===== config.mk =====
export PLATFORM = sky130hd
export DESIGN_NAME = vsmd_top
export DESIGN_NICKNAME = d
export VERILOG_FILES = /design/src/common/vsmd_pkg.sv /design/src/common/vsmd_blk_if.sv /design/src/rtl/vsmd_block_decode.sv /design/src/rtl/vsmd_top.sv
export VERILOG_INCLUDE_DIRS = /design/src /design/src/common
export SDC_FILE = /design/constraint.sdc
export NUM_CORES = 1
export LEC_CHECK = 0
export ABC_AREA = 0
export BUFFER_PORTS_ARGS = -buffer_cell sky130_fd_sc_hd__buf_2
export CELL_PAD_IN_SITES_DETAIL_PLACEMENT = 1
export CELL_PAD_IN_SITES_GLOBAL_PLACEMENT = 1
export CORE_ASPECT_RATIO = 0.8
export CORE_MARGIN = 4
export CORE_UTILIZATION = 30
export DETAILED_ROUTE_END_ITERATION = 10
export PLACE_DENSITY = 0.65
export SLEW_MARGIN = 20
export SYNTH_ARGS = -nofsm -noshare
export SYNTH_HDL_FRONTEND = slang
export SYNTH_SLANG_ARGS = --single-unit

===== constraint.sdc =====
create_clock -name REF_CLK -period 4.18 [get_ports REF_CLK]
set_input_delay 0.418 -clock REF_CLK [delete_from_list [all_inputs] [get_ports REF_CLK]]
set_output_delay 0.418 -clock REF_CLK [all_outputs]
set_load 0.005 [all_outputs]

===== src/common/vsmd_params.svh =====
`ifndef VSMD_PARAMS_SVH
`define VSMD_PARAMS_SVH

`define VSMD_CLK_PERIOD_NS 8
`define VSMD_NUM_BLOCKS 3
`define VSMD_SOCKETS_PER_BLOCK 8

// register byte offsets, one aligned 32-bit word each
`define VSMD_REG_CFG0 4'h0
`define VSMD_REG_CFG1 4'h4
`define VSMD_REG_CFG2 4'h8
`define VSMD_REG_STATUS 4'hC

// block configuration word fields
`define VSMD_CFG_WIDTH 19
`define VSMD_CFG_BASE_LSB 0
`define VSMD_CFG_CAP_LSB 8
`define VSMD_CFG_SUP_BIT 10
`define VSMD_CFG_USR_BIT 11
`define VSMD_CFG_DAT_BIT 12
`define VSMD_CFG_PRG_BIT 13
`define VSMD_CFG_RDONLY_BIT 14
`define VSMD_CFG_BACKUP_BIT 15
`define VSMD_CFG_ATIME_LSB 16
// all classes accepted, read-write, no backup, slowest access time
`define VSMD_CFG_RESET 19'h53C00

// status word fields
`define VSMD_STS_LED_LSB 0
`define VSMD_STS_PFAIL_BIT 3
`define VSMD_STS_STATE_LSB 4
`define VSMD_STS_DTACK_BIT 8

// address modifier decode
`define VSMD_AM_EXT 3'h1
`define VSMD_AM_SHORT 3'h5
`define VSMD_AM_STD 3'h7
`define VSMD_AM_DATA 2'h1
`define VSMD_AM_PROG 2'h2

// access time selections, code 0..5
`define VSMD_TACC_100_NS 100
`define VSMD_TACC_150_NS 150
`define VSMD_TACC_200_NS 200
`define VSMD_TACC_250_NS 250
`define VSMD_TACC_350_NS 350
`define VSMD_TACC_500_NS 500
`define VSMD_NS2CYC(t) (((t) + `VSMD_CLK_PERIOD_NS - 1) / `VSMD_CLK_PERIOD_NS)
`define VSMD_TACC_100_CYC `VSMD_NS2CYC(`VSMD_TACC_100_NS)
`define VSMD_TACC_150_CYC `VSMD_NS2CYC(`VSMD_TACC_150_NS)
`define VSMD_TACC_200_CYC `VSMD_NS2CYC(`VSMD_TACC_200_NS)
`define VSMD_TACC_250_CYC `VSMD_NS2CYC(`VSMD_TACC_250_NS)
`define VSMD_TACC_350_CYC `VSMD_NS2CYC(`VSMD_TACC_350_NS)
`define VSMD_TACC_500_CYC `VSMD_NS2CYC(`VSMD_TACC_500_NS)

`endif


===== src/common/vsmd_pkg.sv =====
`default_nettype none
package vsmd_pkg;

	typedef struct packed {
		logic [2:0] atime;
		logic backup;
		logic rd_only;
		logic prg_en;
		logic dat_en;
		logic usr_en;
		logic sup_en;
		logic [1:0] cap;
		logic [7:0] base;
	} vsmd_blkcfg_t;

	typedef enum logic [3:0] {
		AMODE_OTHER = 4'h1,
		AMODE_SHORT = 4'h2,
		AMODE_STD = 4'h4,
		AMODE_EXT = 4'h8
	} vsmd_amode_t;

	typedef enum logic [3:0] {
		ST_IDLE = 4'h1,
		ST_ACCESS = 4'h2,
		ST_ACK = 4'h4,
		ST_HOLD = 4'h8
	} vsmd_state_t;

endpackage
`default_nettype wire


===== src/common/vsmd_blk_if.sv =====
`timescale 1ns/1ps
`default_nettype none
interface vsmd_blk_if;
	logic [23:1] addr;
	logic [5:0] am;
	logic wr;
	logic iack;
	logic pfail;
	vsmd_pkg::vsmd_blkcfg_t cfg;
	logic hit;
	logic [1:0] pair;

	modport dec (
		input addr,
		input am,
		input wr,
		input iack,
		input pfail,
		input cfg,
		output hit,
		output pair
	);

	modport ctl (
		output addr,
		output am,
		output wr,
		output iack,
		output pfail,
		output cfg,
		input hit,
		input pair
	);
endinterface
`default_nettype wire


===== src/rtl/vsmd_block_decode.sv =====
`timescale 1ns/1ps
`default_nettype none
`include "vsmd_params.svh"
module vsmd_block_decode (
	vsmd_blk_if.dec bus
);
	vsmd_pkg::vsmd_amode_t amode;
	wire logic code_ok;
	wire logic class_ok;
	wire logic [7:0] cmp_mask;
	wire logic base_ok;
	wire logic wr_ok;
	wire logic pf_ok;

	assign amode = (bus.am[5:3] == `VSMD_AM_STD) ? vsmd_pkg::AMODE_STD :
		(bus.am[5:3] == `VSMD_AM_SHORT) ? vsmd_pkg::AMODE_SHORT :
		(bus.am[5:3] == `VSMD_AM_EXT) ? vsmd_pkg::AMODE_EXT : vsmd_pkg::AMODE_OTHER;
	// only 39/3A/3D/3E pass: data or program, user or supervisor
	assign code_ok = (amode == vsmd_pkg::AMODE_STD) &&
		(bus.am[1:0] == `VSMD_AM_DATA || bus.am[1:0] == `VSMD_AM_PROG);
	assign class_ok = (bus.am[2] ? bus.cfg.sup_en : bus.cfg.usr_en) &
		((bus.am[1:0] == `VSMD_AM_DATA) ? bus.cfg.dat_en : bus.cfg.prg_en);
	// lines below the block's total size take no part in the base match
	assign cmp_mask = 8'hFF << bus.cfg.cap;
	assign base_ok = (((bus.addr[23:16] ^ bus.cfg.base) & cmp_mask) == 8'h00);
	assign wr_ok = ~(bus.wr & bus.cfg.rd_only);
	assign pf_ok = ~(bus.pfail & bus.cfg.backup);
	assign bus.hit = ~bus.iack & code_ok & class_ok & base_ok & wr_ok & pf_ok;
	// socket pair index sits just above the lines inside one unit
	assign bus.pair = (bus.cfg.cap == 2'h0) ? bus.addr[15:14] :
		(bus.cfg.cap == 2'h1) ? bus.addr[16:15] :
		(bus.cfg.cap == 2'h2) ? bus.addr[17:16] : bus.addr[18:17];
endmodule // vsmd_block_decode
`default_nettype wire


===== src/rtl/vsmd_top.sv =====
// Contract
// three independent blocks of eight sockets
// unit size 8K..64K steers unit decode
// base aligned to eight unit capacities
// base compared across upper 24-bit address
// accept only four standard modifier codes
// only standard addressing selects a block
// per-block supervisor/user and data/program filter
// interrupt acknowledge never a memory access
// grant and acknowledge chains pass through
// data strobes enable matching byte sockets
// read, write, read-modify-write keep selection
// read-only block refuses writes
// six selectable access times per block
// power fail drops backup block enable
// one access indicator per block
// starred bus signals are active low
// protected write leaves board unselected
// access time counted from chip enable
// acknowledge after access time, release on strobes
// even socket upper lane, odd lower
`timescale 1ns/1ps
`default_nettype none
`include "vsmd_params.svh"
module vsmd_top #(
	parameter int NUM_BLOCKS = `VSMD_NUM_BLOCKS,
	parameter int SOCKETS = `VSMD_SOCKETS_PER_BLOCK
) (
	input wire logic REF_CLK,
	input wire logic SRST,
	input wire logic CLK_EN,
	input wire logic [3:0] AVS_ADDRESS,
	input wire logic AVS_READ,
	input wire logic AVS_WRITE,
	input wire logic [31:0] AVS_WRITEDATA,
	output logic [31:0] AVS_READDATA,
	output logic AVS_WAITREQUEST,
	input wire logic [23:1] VME_ADDR,
	input wire logic [5:0] VME_AM,
	input wire logic VME_AS_N,
	input wire logic VME_DS0_N,
	input wire logic VME_DS1_N,
	input wire logic VME_WRITE_N,
	input wire logic VME_IACK_N,
	input wire logic VME_IACKIN_N,
	output logic VME_IACKOUT_N,
	input wire logic [3:0] VME_BG_IN_N,
	output logic [3:0] VME_BG_OUT_N,
	output logic VME_DTACK_N,
	output logic VME_DTACK_OE,
	input wire logic POWER_FAIL,
	output logic [NUM_BLOCKS*SOCKETS-1:0] MEM_CE_N,
	output logic MEM_OE_N,
	output logic MEM_WE_N,
	output logic [15:0] MEM_ADDR,
	output logic [NUM_BLOCKS-1:0] SECONDARY_CHIP_ENABLE,
	output logic [NUM_BLOCKS-1:0] ACCESS_LED
);
	localparam int CW = `VSMD_CFG_WIDTH;

	logic [CW-1:0] cfg_reg [NUM_BLOCKS];
	logic avs_done;
	vsmd_pkg::vsmd_state_t state;
	vsmd_pkg::vsmd_state_t next_state;
	logic [NUM_BLOCKS-1:0] sel_blk;
	logic [NUM_BLOCKS-1:0] next_blk;
	logic [1:0] sel_pair;
	logic [1:0] next_pair;
	logic [1:0] sel_lane;
	logic [1:0] next_lane;
	logic sel_wr;
	logic next_wr;
	logic [6:0] need_cnt;
	logic [6:0] next_need;
	logic [6:0] cnt;
	logic [6:0] next_cnt;
	logic [15:0] next_addr;
	logic [1:0] pick_pair;
	logic [2:0] pick_atime;

	wire logic [NUM_BLOCKS-1:0] hit_vec;
	wire logic [1:0] pair_vec [NUM_BLOCKS];
	wire logic [2:0] atime_vec [NUM_BLOCKS];
	wire logic [NUM_BLOCKS-1:0] pick;
	wire logic as_on;
	wire logic [1:0] ds_on;
	wire logic ds_any;
	wire logic cyc_wr;
	wire logic cnt_done;
	wire logic rehit;
	wire logic sel_any;
	wire logic [NUM_BLOCKS*SOCKETS-1:0] next_ce_n;
	wire logic [NUM_BLOCKS-1:0] next_sce;
	wire logic avs_req;
	wire logic wr_cfg0;
	wire logic wr_cfg1;
	wire logic wr_cfg2;
	wire logic [31:0] rd_mux;
	wire logic [31:0] status_word;

	// every starred backplane line is active low
	assign as_on = ~VME_AS_N;
	assign ds_on = {~VME_DS1_N, ~VME_DS0_N};
	assign ds_any = |ds_on;
	assign cyc_wr = ~VME_WRITE_N;

	// daisy chains ride straight through, the board never arbitrates
	assign VME_BG_OUT_N = VME_BG_IN_N;
	assign VME_IACKOUT_N = VME_IACKIN_N;

	genvar b;
	generate
		for (b = 0; b < NUM_BLOCKS; b++) begin : gen_blk
			vsmd_blk_if bif ();

			assign bif.addr = VME_ADDR;
			assign bif.am = VME_AM;
			assign bif.wr = cyc_wr;
			assign bif.iack = ~VME_IACK_N;
			assign bif.pfail = POWER_FAIL;
			assign bif.cfg = vsmd_pkg::vsmd_blkcfg_t'(cfg_reg[b]);
			assign hit_vec[b] = bif.hit;
			assign pair_vec[b] = bif.pair;
			assign atime_vec[b] = cfg_reg[b][`VSMD_CFG_ATIME_LSB +: 3];
			// backed-up block goes to standby while the supply is failing
			assign next_sce[b] = ~(POWER_FAIL & cfg_reg[b][`VSMD_CFG_BACKUP_BIT]);

			vsmd_block_decode u_dec (
				.bus(bif)
			);
		end
	endgenerate

	// overlapping bases: the lowest-numbered block wins
	assign pick = hit_vec & (~hit_vec + 3'h1);

	always_comb begin
		pick_pair = 2'h0;
		pick_atime = 3'h0;
		for (int i = 0; i < NUM_BLOCKS; i++) begin
			if (pick[i]) begin
				pick_pair = pair_vec[i];
				pick_atime = atime_vec[i];
			end
		end
	end

	function automatic logic [6:0] tacc_cycles(input logic [2:0] code);
		logic [6:0] c;
		c = 7'(`VSMD_TACC_500_CYC);
		case (code)
			3'h0: c = 7'(`VSMD_TACC_100_CYC);
			3'h1: c = 7'(`VSMD_TACC_150_CYC);
			3'h2: c = 7'(`VSMD_TACC_200_CYC);
			3'h3: c = 7'(`VSMD_TACC_250_CYC);
			3'h4: c = 7'(`VSMD_TACC_350_CYC);
			default: c = 7'(`VSMD_TACC_500_CYC);
		endcase
		return c;
	endfunction

	// unknown codes fall back to the slowest time so data is never early
	assign cnt_done = (cnt == need_cnt - 7'h01);
	// second phase of a locked cycle must still be allowed by its block
	assign rehit = |(hit_vec & sel_blk);

	always_comb begin
		next_state = state;
		next_blk = sel_blk;
		next_pair = sel_pair;
		next_lane = sel_lane;
		next_wr = sel_wr;
		next_need = need_cnt;
		next_cnt = cnt;
		next_addr = MEM_ADDR;
		case (state)
			vsmd_pkg::ST_IDLE: begin
				if (as_on && ds_any && (|pick)) begin
					next_state = vsmd_pkg::ST_ACCESS;
					next_blk = pick;
					next_pair = pick_pair;
					next_lane = ds_on;
					next_wr = cyc_wr;
					next_need = tacc_cycles(pick_atime);
					next_cnt = 7'h00;
					next_addr = VME_ADDR[16:1];
				end
			end
			vsmd_pkg::ST_ACCESS: begin
				next_cnt = cnt + 7'h01;
				if (!ds_any) begin
					next_state = as_on ? vsmd_pkg::ST_HOLD : vsmd_pkg::ST_IDLE;
				end else if (cnt_done) begin
					next_state = vsmd_pkg::ST_ACK;
				end
			end
			vsmd_pkg::ST_ACK: begin
				if (!ds_any) begin
					next_state = as_on ? vsmd_pkg::ST_HOLD : vsmd_pkg::ST_IDLE;
				end
			end
			vsmd_pkg::ST_HOLD: begin
				if (!as_on) begin
					next_state = vsmd_pkg::ST_IDLE;
				end else if (ds_any && rehit) begin
					next_state = vsmd_pkg::ST_ACCESS;
					next_lane = ds_on;
					next_wr = cyc_wr;
					next_cnt = 7'h00;
				end
			end
			default: begin
				next_state = vsmd_pkg::ST_IDLE;
			end
		endcase
	end

	assign sel_any = (next_state != vsmd_pkg::ST_IDLE);

	// socket order in a block: pair*2 + 0 odd byte, pair*2 + 1 even byte
	genvar s;
	generate
		for (s = 0; s < NUM_BLOCKS * SOCKETS; s++) begin : gen_sock
			localparam int BLK = s / SOCKETS;
			localparam int PAIR = (s % SOCKETS) / 2;
			localparam int LANE = s % 2;
			assign next_ce_n[s] = ~(sel_any && next_blk[BLK] &&
				(next_pair == 2'(PAIR)) && next_lane[LANE]);
		end
	endgenerate

	always_ff @(posedge REF_CLK) begin
		if (SRST) begin
			state <= vsmd_pkg::ST_IDLE;
			sel_blk <= '0;
			sel_pair <= 2'h0;
			sel_lane <= 2'h0;
			sel_wr <= 1'b0;
			need_cnt <= 7'h01;
			cnt <= 7'h00;
		end else if (CLK_EN) begin
			state <= next_state;
			sel_blk <= next_blk;
			sel_pair <= next_pair;
			sel_lane <= next_lane;
			sel_wr <= next_wr;
			need_cnt <= next_need;
			cnt <= next_cnt;
		end
	end

	// memory strobes follow the next state so enable and count start together
	always_ff @(posedge REF_CLK) begin
		if (SRST) begin
			MEM_CE_N <= '1;
			MEM_OE_N <= 1'b1;
			MEM_WE_N <= 1'b1;
			MEM_ADDR <= 16'h0000;
			ACCESS_LED <= '0;
			VME_DTACK_OE <= 1'b0;
			SECONDARY_CHIP_ENABLE <= '0;
		end else if (CLK_EN) begin
			MEM_CE_N <= next_ce_n;
			MEM_OE_N <= ~((next_state == vsmd_pkg::ST_ACCESS ||
				next_state == vsmd_pkg::ST_ACK) && !next_wr);
			MEM_WE_N <= ~((next_state == vsmd_pkg::ST_ACCESS ||
				next_state == vsmd_pkg::ST_ACK) && next_wr);
			MEM_ADDR <= next_addr;
			ACCESS_LED <= sel_any ? next_blk : '0;
			VME_DTACK_OE <= (next_state == vsmd_pkg::ST_ACK);
			SECONDARY_CHIP_ENABLE <= next_sce;
		end
	end

	// acknowledge is a driven low level, released by dropping the enable
	assign VME_DTACK_N = 1'b0;

	// register slave answers the cycle after a request; writes land on that completing edge
	assign avs_req = (AVS_READ | AVS_WRITE) & ~avs_done;
	assign AVS_WAITREQUEST = (AVS_READ | AVS_WRITE) & ~avs_done;
	assign wr_cfg0 = avs_done & AVS_WRITE & (AVS_ADDRESS == `VSMD_REG_CFG0);
	assign wr_cfg1 = avs_done & AVS_WRITE & (AVS_ADDRESS == `VSMD_REG_CFG1);
	assign wr_cfg2 = avs_done & AVS_WRITE & (AVS_ADDRESS == `VSMD_REG_CFG2);

	assign status_word = {23'h000000, VME_DTACK_OE, state,
		POWER_FAIL, ACCESS_LED};
	assign rd_mux = (AVS_ADDRESS == `VSMD_REG_CFG0) ? {13'h0000, cfg_reg[0]} :
		(AVS_ADDRESS == `VSMD_REG_CFG1) ? {13'h0000, cfg_reg[1]} :
		(AVS_ADDRESS == `VSMD_REG_CFG2) ? {13'h0000, cfg_reg[2]} :
		(AVS_ADDRESS == `VSMD_REG_STATUS) ? status_word : 32'h00000000;

	always_ff @(posedge REF_CLK) begin
		if (SRST) begin
			avs_done <= 1'b0;
			AVS_READDATA <= 32'h00000000;
		end else if (CLK_EN) begin
			avs_done <= avs_req;
			if (avs_req && AVS_READ) begin
				AVS_READDATA <= rd_mux;
			end
		end
	end

	// changing a block's setup mid-cycle affects the next selection and the second phase of a locked cycle
	always_ff @(posedge REF_CLK) begin
		if (SRST) begin
			cfg_reg[0] <= `VSMD_CFG_RESET;
			cfg_reg[1] <= `VSMD_CFG_RESET;
			cfg_reg[2] <= `VSMD_CFG_RESET;
		end else if (CLK_EN) begin
			if (wr_cfg0) begin
				cfg_reg[0] <= AVS_WRITEDATA[CW-1:0];
			end
			if (wr_cfg1) begin
				cfg_reg[1] <= AVS_WRITEDATA[CW-1:0];
			end
			if (wr_cfg2) begin
				cfg_reg[2] <= AVS_WRITEDATA[CW-1:0];
			end
		end
	end
endmodule // vsmd_top
`default_nettype wire


# Word level (Yosys, flattened, before mapping)
# Memories as Yosys holds them, arrays and structs flattened.
# Index checks and enable logic that the tools add are counted.
dict set report totals {
  register_bits 108
  latch_bits 0
  ram_bits 57
  romBits 0
  inputBits 81
  out_inout_bits 88
  memories 1
}
dict set report classes {
  n_addsub 3
  multipliers 0
  div_mod_pow 0
  order_cmp 0
  n_eq_ne 33
  n_shift 3
  muxes 71
  n_bitwise 77
  reduce_logical 65
}
# name depth width rd rd_clocked_by_memory_dff write_ports line
set mem_list {}
lappend mem_list {cfg_reg 3 19 3 0 3 vsmd_top.sv:61} ;# logic [CW-1:0] cfg_reg [NUM_BLOCKS];
# op n
set ops {}
lappend ops {{19-bit two-way mux} 6}
lappend ops {{1-bit logical AND} 46}
lappend ops {{4-bit two-way mux} 10}
lappend ops {{1-bit inverter} 37}
lappend ops {{2-bit two-way mux} 17}
lappend ops {{6-bit one-hot mux with 5 select lines} 1}
lappend ops {{1-bit AND} 27}
lappend ops {{8-bit AND} 3}
lappend ops {{8-bit zero test} 3}
lappend ops {{8-bit by 2-bit << shifter with 8-bit output (first input constant)} 3}
lappend ops {{8-bit XOR} 3}
lappend ops {{1-bit two-way mux} 23}
lappend ops {{7-bit two-way mux} 3}
lappend ops {{7-bit one-hot mux with 3 select lines} 1}
lappend ops {{3-bit two-way mux} 6}
lappend ops {{4-bit by 3-bit equality test with 1-bit output (second input constant)} 4}
lappend ops {{4-bit one-hot mux with 4 select lines} 1}
lappend ops {{2-bit equality test (second input constant)} 6}
lappend ops {{4-bit equality test (second input constant)} 3}
lappend ops {{2-bit by 1-bit equality test with 1-bit output (second input constant)} 5}
lappend ops {{3-bit equality test (second input constant)} 3}
lappend ops {{9-bit two-way mux} 1}
lappend ops {{4-bit by 2-bit equality test with 1-bit output (second input constant)} 2}
lappend ops {{2-bit zero test} 4}
lappend ops {{24 further kinds} 34}

# Depth between registers and ports, before layout
# Gate-level depths: netlist of the first run.
dict set report depth {
  ltp_word 23
  mapped_depth 12
  mapped_depth_nobuf 10
}

# Modules after synthesis
# From an unflattened synthesis of the first run, not the netlist that was laid out.
dict set report unflattened {
  hier_cells 679
  area_unflattened_um2 7149.4
}
# mod instances cells_per_inst area_each_um2 seq_area_each_um2
set modules_own_cells {}
lappend modules_own_cells {vsmd_top 1 607 6477.5 3593.4}
lappend modules_own_cells {vsmd_block_decode 3 24 224.0 0.0}

# Worst setup path before layout of the first run
# No wires, ideal clock.
dict set report synth_timing {
  path_kind {input -> register}
  start {input AVS_ADDRESS[2]}
  end {memory cfg_reg[0][19] in the netlist's numbering, enable pin}
  setup_ns 0.425
  arrival_ns 3.212
  required_time_ns 3.755
  path_slack_ns 0.543
  cell_stages 5
  n_path_buf 3
  path_cell_list {clkbuf_1 -> buf_1 -> clkbuf_1 -> inv_1 -> o31ai_1}
}
# element line
set synth_rtl {}
lappend synth_rtl {{start, declared} vsmd_top.sv:32} ;# input wire logic [3:0] AVS_ADDRESS,
lappend synth_rtl {{end, declared} vsmd_top.sv:61}

# Worst setup path after layout of the first run
dict set report layout_timing {
  start {register state[0]}
  end {register MEM_CE_N[18]}
}
dict set report layout_between {
  elab_chain_cells 8
  elab_cells_between_ends 20
  cone_classes {6 x eq/ne; 10 x mux; 1 x bitwise; 3 x reduce/logical}
}
# element line
set layout_lines {}
lappend layout_lines {{start, declared} vsmd_top.sv:63} ;# vsmd_pkg::vsmd_state_t state;
lappend layout_lines {{start signal, assigned} vsmd_top.sv:234} ;# state <= vsmd_pkg::ST_IDLE;
lappend layout_lines {{start signal, assigned} vsmd_top.sv:242} ;# state <= next_state;
lappend layout_lines {{4-bit two-way mux (on tied branches)} {vsmd_top.sv:205, vsmd_top.sv:193}}
lappend layout_lines {{4-bit two-way mux (on tied branches)} {vsmd_top.sv:203, vsmd_top.sv:191}}
lappend layout_lines {{4-bit one-hot mux with 4 select lines} vsmd_top.sv:176} ;# case (state)
lappend layout_lines {{4-bit by 1-bit inequality test with 1-bit output} vsmd_top.sv:218} ;# assign sel_any = (next_state != vsmd_pkg::ST_IDLE);
lappend layout_lines {{1-bit logical AND (2 in series)} vsmd_top.sv:227} ;# assign next_ce_n[s] = ~(sel_any && next_blk[BLK] &&
lappend layout_lines {{1-bit logical AND *} vsmd_top.sv:228} ;# (next_pair == 2'(PAIR)) && next_lane[LANE]);
lappend layout_lines {{1-bit inverter *} vsmd_top.sv:227}
lappend layout_lines {{end signal, assigned} vsmd_top.sv:263} ;# MEM_CE_N <= next_ce_n;
lappend layout_lines {{end, declared} vsmd_top.sv:52} ;# output logic [NUM_BLOCKS*SOCKETS-1:0] MEM_CE_N,
# Every way passes the cells marked *; elsewhere a longest branch is shown, timed or not.
# A chain may end at the register's enable or synchronous reset.

==> out/qor.csv, run 1 <==
metric,value,unit
clockBufferDepth,2,
largest_reg_flops,57,
dr.pass1.iters,5,
drt_iter0_markers,412,
antenna_found_initial,0,
synth_warnings,0,
ys_types,65,
grt_max_degree,61,
cts_made_buffers,17,
ys.flop_type,dfxtp_1,
globalplace.congestion,0.826,
grtUsageTotal,0.162,
pwr-share-comb,0.072,
powerDensity,383,mW/mm²
wl,21.4,mm
drv_slew,0,
required,4.50,ns
design_area,0.00866,mm²
cts_tree,built,
setup_viol,0,
placed_area,0.00805,mm²
num_antenna_cells,0,
ctsHtreeMaxLevel,4,
clk_pin_slew_worst_paths,0.07,ns
arrival,3.47,ns
fin_nets,876,
max_freq,0.317,GHz
min_period_over_period,0.754,
ys_seq_area_frac,0.503,
maxCapViolCount,0,
num_io_pins,169,
fin_crit,3.15,ns
yosysMostFrequentCell,dfxtp_1,
netlist_top_cells_count,"dfxtp_1, nor2_1, nand2_1",
synthTopCellsByArea,"dfxtp_1, edfxtp_1, mux4_2, mux2i_1, nor2_1",
rows,50,
p_sw_frac,0.257,
ys_ff_latch,151,
cts_resized,0,
hold_buffers,0,
drc,0,
ir_drop,0.242,mV
cp_max_fo,10,
antenna_left,0,
internal-power,0.00246,W
fin_cells,1117,
avgSynthCellArea,10.6,µm²
route.vias.total,5641,
synth_cells,675,
hpwl,15.5,mm
syn2layout_area_growth,21.3,%
finClkSkew,0.0132,ns
tns,0,ns
cpPeakStageDelay,0.66,ns
root_buffer,clkbuf_16,
endpoint_kind,flip-flop,
wl_per_cell,19.2,µm
dp_cells,1083,
synthesis.area,0.00714,mm²
crit_slowest_cell,nor4b_1,
synth_area_leader_cell,dfxtp_1,
pwr-share-seq,0.473,
worstSetupStartpointType,flip-flop,
grt_pass1_wl,33.8,mm
rsz0062_at_grt,false,
grt_overflow,0,
holdWs,0.220,ns
clock_power_share,0.454,
synth-edff-count,57,
drive_above_1_share,0.260,
dieArea,0.0263,mm²
grt_pass1_vias,5780,
cp_cell_sequence,"nor4b_1, nor3b_1, nand2_1, nor2_1, o22ai_1, nand2b_1, o32a_1",
cts_setup_buffers,0,
worstMarginPinSlew,0.834,ns
clk_latency,0.44,ns
leakage,3.17,nW
slew-limit-headroom,0.444,
start_util,0.305,
async_flop_share,0,
hold_path.class,primary input to flip-flop,
die_w,180,µm
status,"finished, final reports clean",
crit_type,flip-flop to flip-flop,
cts_sinks,151,
finalHoldViolations,0,
p_sw,0.000854,W
via_per_inst,5.05,
core-area,0.0234,mm²
die_h,146,µm
port_buffers,131,
yosysTopAreaCellShare,0.264,
==> placed cells by master (no fill, tap or decap), types with 7 or more instances in the layout <==
master,synthesis,final
nand3_1,9,9
nor2_1,66,66
nand2b_1,10,10
and2_1,15,15
buf_4,19,11
mux4_2,15,15
xor2_1,22,22
dfxtp_1,94,94
o21ai_0,23,23
a21oi_1,31,30
xnor2_1,16,16
edfxtp_1,57,57
nand2_1,64,64
clkbuf_16,0,18
o32a_1,24,24
inv_1,11,11
mux2i_1,29,29
nor3_1,13,12
conb_1,1,14
buf_2,8,131
nand3b_1,7,7
a22oi_1,20,20
==> kinds of logic after synthesis <==
family	synth area share
XOR/XNOR	0.0466
AND/OR/NAND/NOR	0.158
other	0.000525
multiplexers	0.0880
AO/OA/AOI/OAI	0.150
adder cells (fa/ha/maj)	0.00526
flip-flops	0.503
buffers and inverters	0.0482
==> power groups by stage <==
stage | Clock [W] | Sequential [W] | Combinational (W)
floorplan | 0 | 0.00160 | 0.000153
global placement | 0 | 0.00160 | 0.000235
detailed placement | 0 | 0.00160 | 0.000237
CTS | 0.00154 | 0.00157 | 0.000239
global route | 0.00160 | 0.00157 | 0.000263
finish | 0.00151 | 0.00157 | 0.000240
==> per-layer routing <==
metal	global-route usage	up-vias	share of wire
li1	-	2693	-
met1	0.243	2807	0.51
met2	0.237	127	0.43
met3	0.0400	14	0.045
met4	0.0355	0	0.0087
met5	0	-	0
==> through the flow <==
stage	worst slack [ns]	util	total power (W)
after global routing	0.750	0.370	0.00344
after CTS	1.02	0.369	0.00335
after floorplan	0.543	-	0.00175
after detailed placement	0.741	0.344	0.00184
after global placement	0.780	0.344	0.00184
final	1.03	0.370	0.00332
==> worst max-delay path, delay by kind of cell, from the launching register on <==
kind,cells,cell delay (ns)
AND/OR/NAND/NOR,5,1.84
flip-flops,1,0.62
AO/OA/AOI/OAI,2,0.57
==> cell type report <==
class	count	area (µm²)
clock buffers	18	450
clock inverters	14	130
fillers	2663	14700
inverters	11	41.3
multi-input cells	467	3290
flip-flops and latches	151	3590
well taps	312	390
repair buffers	144	764
==> final timing paths <==
path	start	to	slack (ns)	depth (start not counted)
worst max register to register	state[0]	MEM_CE_N[18]	1.03	7
worst min register to register	MEM_ADDR[0]	MEM_ADDR[0]	0.45	2
worst min-delay path	VME_ADDR[11]	MEM_ADDR[10]	0.22	3
worst max-delay path	state[0]	MEM_CE_N[18]	1.03	7
No activity file was read; power rests on OpenSTA's default activity.
==> inputs of run 2 (changes only) <==
==> constraint.sdc (replaced) <==
create_clock -name REF_CLK -period 2.9 [get_ports REF_CLK]
set_input_delay 0.29 -clock REF_CLK [delete_from_list [all_inputs] [get_ports REF_CLK]]
set_output_delay 0.29 -clock REF_CLK [all_outputs]
set_load 0.005 [all_outputs]
==> run 2 against run 1 <==
  * Critical path depth rose by 3
  * Cell count rose by 4.1%
  * Clock skew fell by 0.0014 ns
  * Critical path type unchanged
  * Power rose by 46%
  * Flip-flop and latch count did not move
  * Wire length rose by 1.6%
  * Design area rose by 5.7%
  * Die area did not move
  * First-iteration DRC count fell by 9.0%
  * Register-to-register slack got worse by 0.89 ns
  * Clock power rose by 47%
==> out/qor.csv, run 2 (synthesis gave the netlist of run 1 again) <==
metric,value,unit,change
drv_slew,0,,unchanged
grt_overflow,0,,unchanged
p_sw,0.00123,W,was 0.000854 W
hold_path_end,MEM_ADDR[7],,was MEM_ADDR[10]
antenna_found_initial,1,,was 0
clock_power_share,0.458,,was 0.454
via_per_inst,4.95,,was 5.05
hold_buffers,0,,unchanged
antenna_left,0,,unchanged
worstSetupStartpointType,flip-flop,,unchanged
wl_per_cell,18.7,µm,was 19.2 µm
hpwl,16.2,mm,was 15.5 mm
arrival,3.08,ns,was 3.47 ns
num_antenna_cells,0,,unchanged
place_ws,-0.147,ns,was 0.741 ns
internal-power,0.00362,W,was 0.00246 W
cts_made_buffers,17,,unchanged
finClkSkew,0.0118,ns,was 0.0132 ns
rr_endpoint,MEM_CE_N[1],,was MEM_CE_N[18]
maxCapViolCount,0,,unchanged
globalplace.congestion,0.782,,was 0.826
slew-limit-headroom,0.481,,was 0.444
drc,0,,unchanged
grtUsageTotal,0.166,,was 0.162
worstMarginPinSlew,0.778,ns,was 0.834 ns
hold_path.class,primary input to flip-flop,,unchanged
max_freq,0.361,GHz,was 0.317 GHz
start_util,0.305,,unchanged
crit_type,flip-flop to flip-flop,,unchanged
fin_nets,922,,was 876
holdWs,0.0964,ns,was 0.220 ns
die_w,180,µm,unchanged
dr.pass1.iters,5,,unchanged
root_buffer,clkbuf_16,,unchanged
route.vias.total,5754,,was 5641
final_common_cell,buf_2,,unchanged
grt_pass1_wl,34.5,mm,was 33.8 mm
syn2layout_area_growth,28.2,%,was 21.3%
tns,0,ns,unchanged
grt_pass1_vias,5918,,was 5780
required,3.22,ns,was 4.50 ns
reg2reg_depth,10,,was 7
cp_max_fo,12,,was 10
reg2reg_slack,0.13,ns,was 1.03 ns
drt_iter0_markers,375,,was 412
mostFrequentLayoutCells,"buf_2, dfxtp_1, nor2_1, nand2_1",,"was buf_2, dfxtp_1, nor2_1, nand2_1, edfxtp_1"
ir_drop,0.300,mV,was 0.242 mV
pwr-share-comb,0.075,,was 0.072
wl,21.8,mm,was 21.4 mm
ctsHtreeMaxLevel,4,,unchanged
grt_max_degree,60,,was 61
clockBufferDepth,2,,unchanged
endpoint_kind,flip-flop,,unchanged
cts_tree,built,,unchanged
clk_pin_slew_worst_paths,0.07,ns,about the same
pwr-share-seq,0.467,,was 0.473
num_io_pins,169,,unchanged
hp-start,VME_ADDR[8],,was VME_ADDR[11]
die_h,146,µm,unchanged
fin_crit,2.77,ns,was 3.15 ns
p_total,0.00485,W,was 0.00332 W
utilization,0.391,,was 0.370
clk_latency,0.43,ns,was 0.44 ns
leakage,3.43,nW,was 3.17 nW
powerDensity,530,mW/mm²,was 383 mW/mm²
r2r-start,cfg_reg[0][3],,was state[0]
core-area,0.0234,mm²,unchanged
cts_sinks,151,,unchanged
drive_above_1_share,0.318,,was 0.260
rows,50,,unchanged
port_buffers,131,,unchanged
status,"finished, final reports clean",,unchanged
largest_reg_flops,57,,unchanged
hold_path_depth,3,,unchanged
setup_viol,0,,unchanged
finalHoldViolations,0,,unchanged
worst_slack,0.134,ns,was 1.03 ns
dieArea,0.0263,mm²,unchanged
min_period_over_period,0.954,,was 0.754
p_sw_frac,0.254,,was 0.257
==> run 2: power by group through the flow <==
stage / Clock, W / Sequential (W) / Combinational (W)
5_1_grt: 0.00240 / 0.00227 / 0.000398
3_3_place_gp: 0 / 0.00231 / 0.000353
3_5_place_dp: 0 / 0.00231 / 0.000357
2_1_floorplan: 0 / 0.00230 / 0.000223
6_report: 0.00222 / 0.00226 / 0.000364
4_1_cts: 0.00227 / 0.00226 / 0.000361
==> run 2: critical path: stages, from the launching register on <==
cell and delay, ns:
edfxtp_1 0.42, xor2_1 0.21, nor4_4 0.37, nand4_2 0.18, buf_4 0.20, or3_1 0.32
a21boi_2 0.17, or3_4 0.19, mux2i_4 0.10, buf_12 0.16, o32a_1 0.33
==> run 2: worst max-delay path by stage <==
stage / start / to / slack (ns)
finish: cfg_reg[0][3] / MEM_CE_N[1] / 0.13
global route: cfg_reg[0][3] / MEM_CE_N[1] / -0.007
CTS: cfg_reg[0][22] / cnt[5] / 0.02
detailed placement: VME_AM[1] / cnt[5] / -0.15
global placement: VME_AM[0] / MEM_CE_N[22] / -0.08
floorplan: VME_AM[1] / MEM_CE_N[14] / 0.23
==> run 2: what timing repair did <==
action | 4_1_cts | 5_1_grt
setup buffers | 0 | 3
setup endpoints to repair | 2 | 35
gates resized for setup | 2 | 20
pin swaps | 0 | 3
==> run 2: routing by layer <==
layer	GRT usage	vias up	part of all wire
li1	-	2785	-
met1	0.246	2806	0.50
met2	0.245	136	0.43
met3	0.0362	25	0.049
met4	0.0465	2	0.014
met5	0	-	0.00032
==> run 2: final cells by class <==
type / count / area, µm²
Fill cell: 2681 / 14200
Sequential cell: 151 / 3590
Multi-Input combinational cell: 467 / 3410
Timing Repair Buffer: 190 / 1120
Clock buffer: 19 / 475
Tap cell: 312 / 390
Clock inverter: 13 / 121
Inverter: 11 / 41.3
==> run 2: stage by stage <==
step	instances	cell area (µm²)
after floorplan	688	7210
after global placement	1128	8420
after detailed placement	1128	8420
after CTS	1160	9020
after global routing	1163	9150
final	1163	9150
==> inputs of run 3 (changes only) <==
==> constraint.sdc (replaced) <==
create_clock -name REF_CLK -period 2.9 [get_ports REF_CLK]
set_input_delay 0.58 -clock REF_CLK [delete_from_list [all_inputs] [get_ports REF_CLK]]
set_output_delay 0.58 -clock REF_CLK [all_outputs]
set_load 0.005 [all_outputs]
==> run 3 against run 2 <==
  * Core utilization increased by 0.90 points
  * Via count rose by 2.5%
  * Fmax shrank 1.2%
  * Clock power is essentially flat
==> out/qor.csv, run 3 (synthesis gave the netlist of run 1 again) <==
metric,value,unit,change
via_per_inst,4.98,,was 4.95
clock_power_share,0.456,,was 0.458
hpwl,16.7,mm,was 16.2 mm
cts_made_buffers,17,,unchanged
fin_crit,2.80,ns,was 2.77 ns
p_sw,0.00126,W,was 0.00123 W
worstMarginPinSlew,0.786,ns,was 0.778 ns
rows,50,,unchanged
drive_above_1_share,0.337,,was 0.318
final_common_cell,buf_2,,unchanged
antenna_left,0,,unchanged
pwr-share-seq,0.462,,was 0.467
finClkSkew,0.0103,ns,was 0.0118 ns
num_io_pins,169,,unchanged
clk_pin_slew_worst_paths,0.07,ns,about the same
drt_iter0_markers,436,,was 375
endpoint_kind,flip-flop,,unchanged
antenna_found_initial,1,,unchanged
tns,0,ns,unchanged
rsz0062_at_grt,true,,
ctsHtreeMaxLevel,4,,unchanged
required,3.21,ns,was 3.22 ns
num_antenna_cells,0,,unchanged
die_h,146,µm,unchanged
largest_reg_flops,57,,unchanged
n_fill_cell,2667,,was 2681
clk_latency,0.43,ns,about the same
pwr-share-comb,0.081,,was 0.075
start_util,0.305,,unchanged
cts_sinks,151,,unchanged
clockBufferDepth,2,,unchanged
grt_pass1_wl,36.1,mm,was 34.5 mm
syn2layout_area_growth,31.2,%,was 28.2%
drc,0,,unchanged
fin_nets,943,,was 922
mostFrequentLayoutCells,"buf_2, dfxtp_1, buf_4, nor2_1, nand2_1",,"was buf_2, dfxtp_1, nor2_1, nand2_1"
grt_pass1_vias,6345,,was 5918
cts_tree,built,,unchanged
min_period_over_period,0.965,,was 0.954
slew-limit-headroom,0.474,,was 0.481
grt_overflow,0,,unchanged
crit_type,primary input to flip-flop,,was flip-flop to flip-flop
p_total,0.00489,W,was 0.00485 W
setup_viol,0,,unchanged
grtUsageTotal,0.172,,was 0.166
finalHoldViolations,0,,unchanged
drv_slew,0,,unchanged
die_w,180,µm,unchanged
maxCapViolCount,0,,unchanged
hold_path.class,primary input to flip-flop,,unchanged
cp_max_fo,6,,was 12
dieArea,0.0263,mm²,unchanged
max_freq,0.357,GHz,was 0.361 GHz
status,"finished, final reports clean",,unchanged
root_buffer,clkbuf_16,,unchanged
core-area,0.0234,mm²,unchanged
hold_buffers,0,,unchanged
internal-power,0.00363,W,was 0.00362 W
worstSetupStartpointType,primary input,,was flip-flop
p_sw_frac,0.257,,was 0.254
grt_max_degree,43,,was 60
powerDensity,523,mW/mm²,was 530 mW/mm²
arrival,3.11,ns,was 3.08 ns
wl,22.6,mm,was 21.8 mm
leakage,3.57,nW,was 3.43 nW
design_area,0.00936,mm²,was 0.00915 mm²
ir_drop,0.354,mV,was 0.300 mV
placed_area,0.00864,mm²,was 0.00842 mm²
globalplace.congestion,0.790,,was 0.782
wl_per_cell,19.1,µm,was 18.7 µm
port_buffers,131,,unchanged
route.vias.total,5896,,was 5754
dr.pass1.iters,4,,was 5
reg2reg_slack,0.12,ns,was 0.13 ns
==> run 3: per-layer routing <==
| metal | track usage | wire length (µm) | vias to the layer above | share of wire |
|---|---|---|---|---|
| met5 | 0 | 13 | - | 0.00057 |
| met4 | 0.0401 | 204 | 2 | 0.0090 |
| met3 | 0.0360 | 1240 | 19 | 0.055 |
| met2 | 0.258 | 9900 | 131 | 0.44 |
| met1 | 0.254 | 11300 | 2918 | 0.50 |
| li1 | - | - | 2826 | - |
==> run 3: path summary, 6_finish.rpt <==
check                                    from            to  cells after the start
worst max register to register  cfg_reg[0][3]   MEM_CE_N[2]                     10
worst max-delay path                VME_AM[1]   MEM_CE_N[1]                     13
worst min-delay path             VME_ADDR[11]  MEM_ADDR[10]                      3
worst min register to register   MEM_ADDR[14]  MEM_ADDR[14]                      2
==> run 3: power groups by stage <==
stage | Sequential (W) | Combinational, W | Clock, W
3_3_place_gp | 0.00231 | 0.000379 | 0
4_1_cts | 0.00226 | 0.000387 | 0.00227
5_1_grt | 0.00227 | 0.000438 | 0.00236
6_report | 0.00226 | 0.000397 | 0.00223
2_1_floorplan | 0.00230 | 0.000229 | 0
3_5_place_dp | 0.00231 | 0.000385 | 0
==> run 3: stage by stage <==
step | hold slack [ns] | instances | util | setup slack [ns]
CTS | 0.370 | 1182 | 0.395 | -0.0345
finish | 0.387 | 1184 | 0.400 | 0.100
floorplan | 0.453 | 688 | - | 0.00429
global route | 0.386 | 1184 | 0.400 | -0.00707
global placement | 0.440 | 1150 | 0.369 | -0.364
detailed placement | 0.445 | 1150 | 0.369 | -0.511
==> run 3: cell type report <==
| type | count | area (µm²) | area share |
|---|---|---|---|
| Clock inverter | 13 | 123 | 0.0131 |
| Sequential cell | 151 | 3590 | 0.384 |
| Tap cell | 312 | 390 | 0.0417 |
| Clock buffer | 19 | 475 | 0.0508 |
| Multi-Input combinational cell | 467 | 3440 | 0.368 |
| Inverter | 11 | 41.3 | 0.00441 |
| Timing Repair Buffer | 211 | 1300 | 0.139 |
==> run 3: repair_timing <==
item / 4_1_cts / 5_1_grt
pin swaps: 0 / 6
hold endpoints to repair: 0 / 0
endpoints found under the setup margin: 17 / 36
gates resized for setup: 1 / 23
buffers inserted: 0 / 2
==> run 3: critical path: stages <==
cell and delay (ns):
buf_2 0.07, inv_1 0.05, ha_4 0.18, buf_4 0.13, mux2i_1 0.10, a221o_1 0.33, nor4_4 0.15, buf_4 0.19
nand2_4 0.09, a31oi_4 0.32, mux2i_4 0.41, nand2_4 0.12, o32a_1 0.35
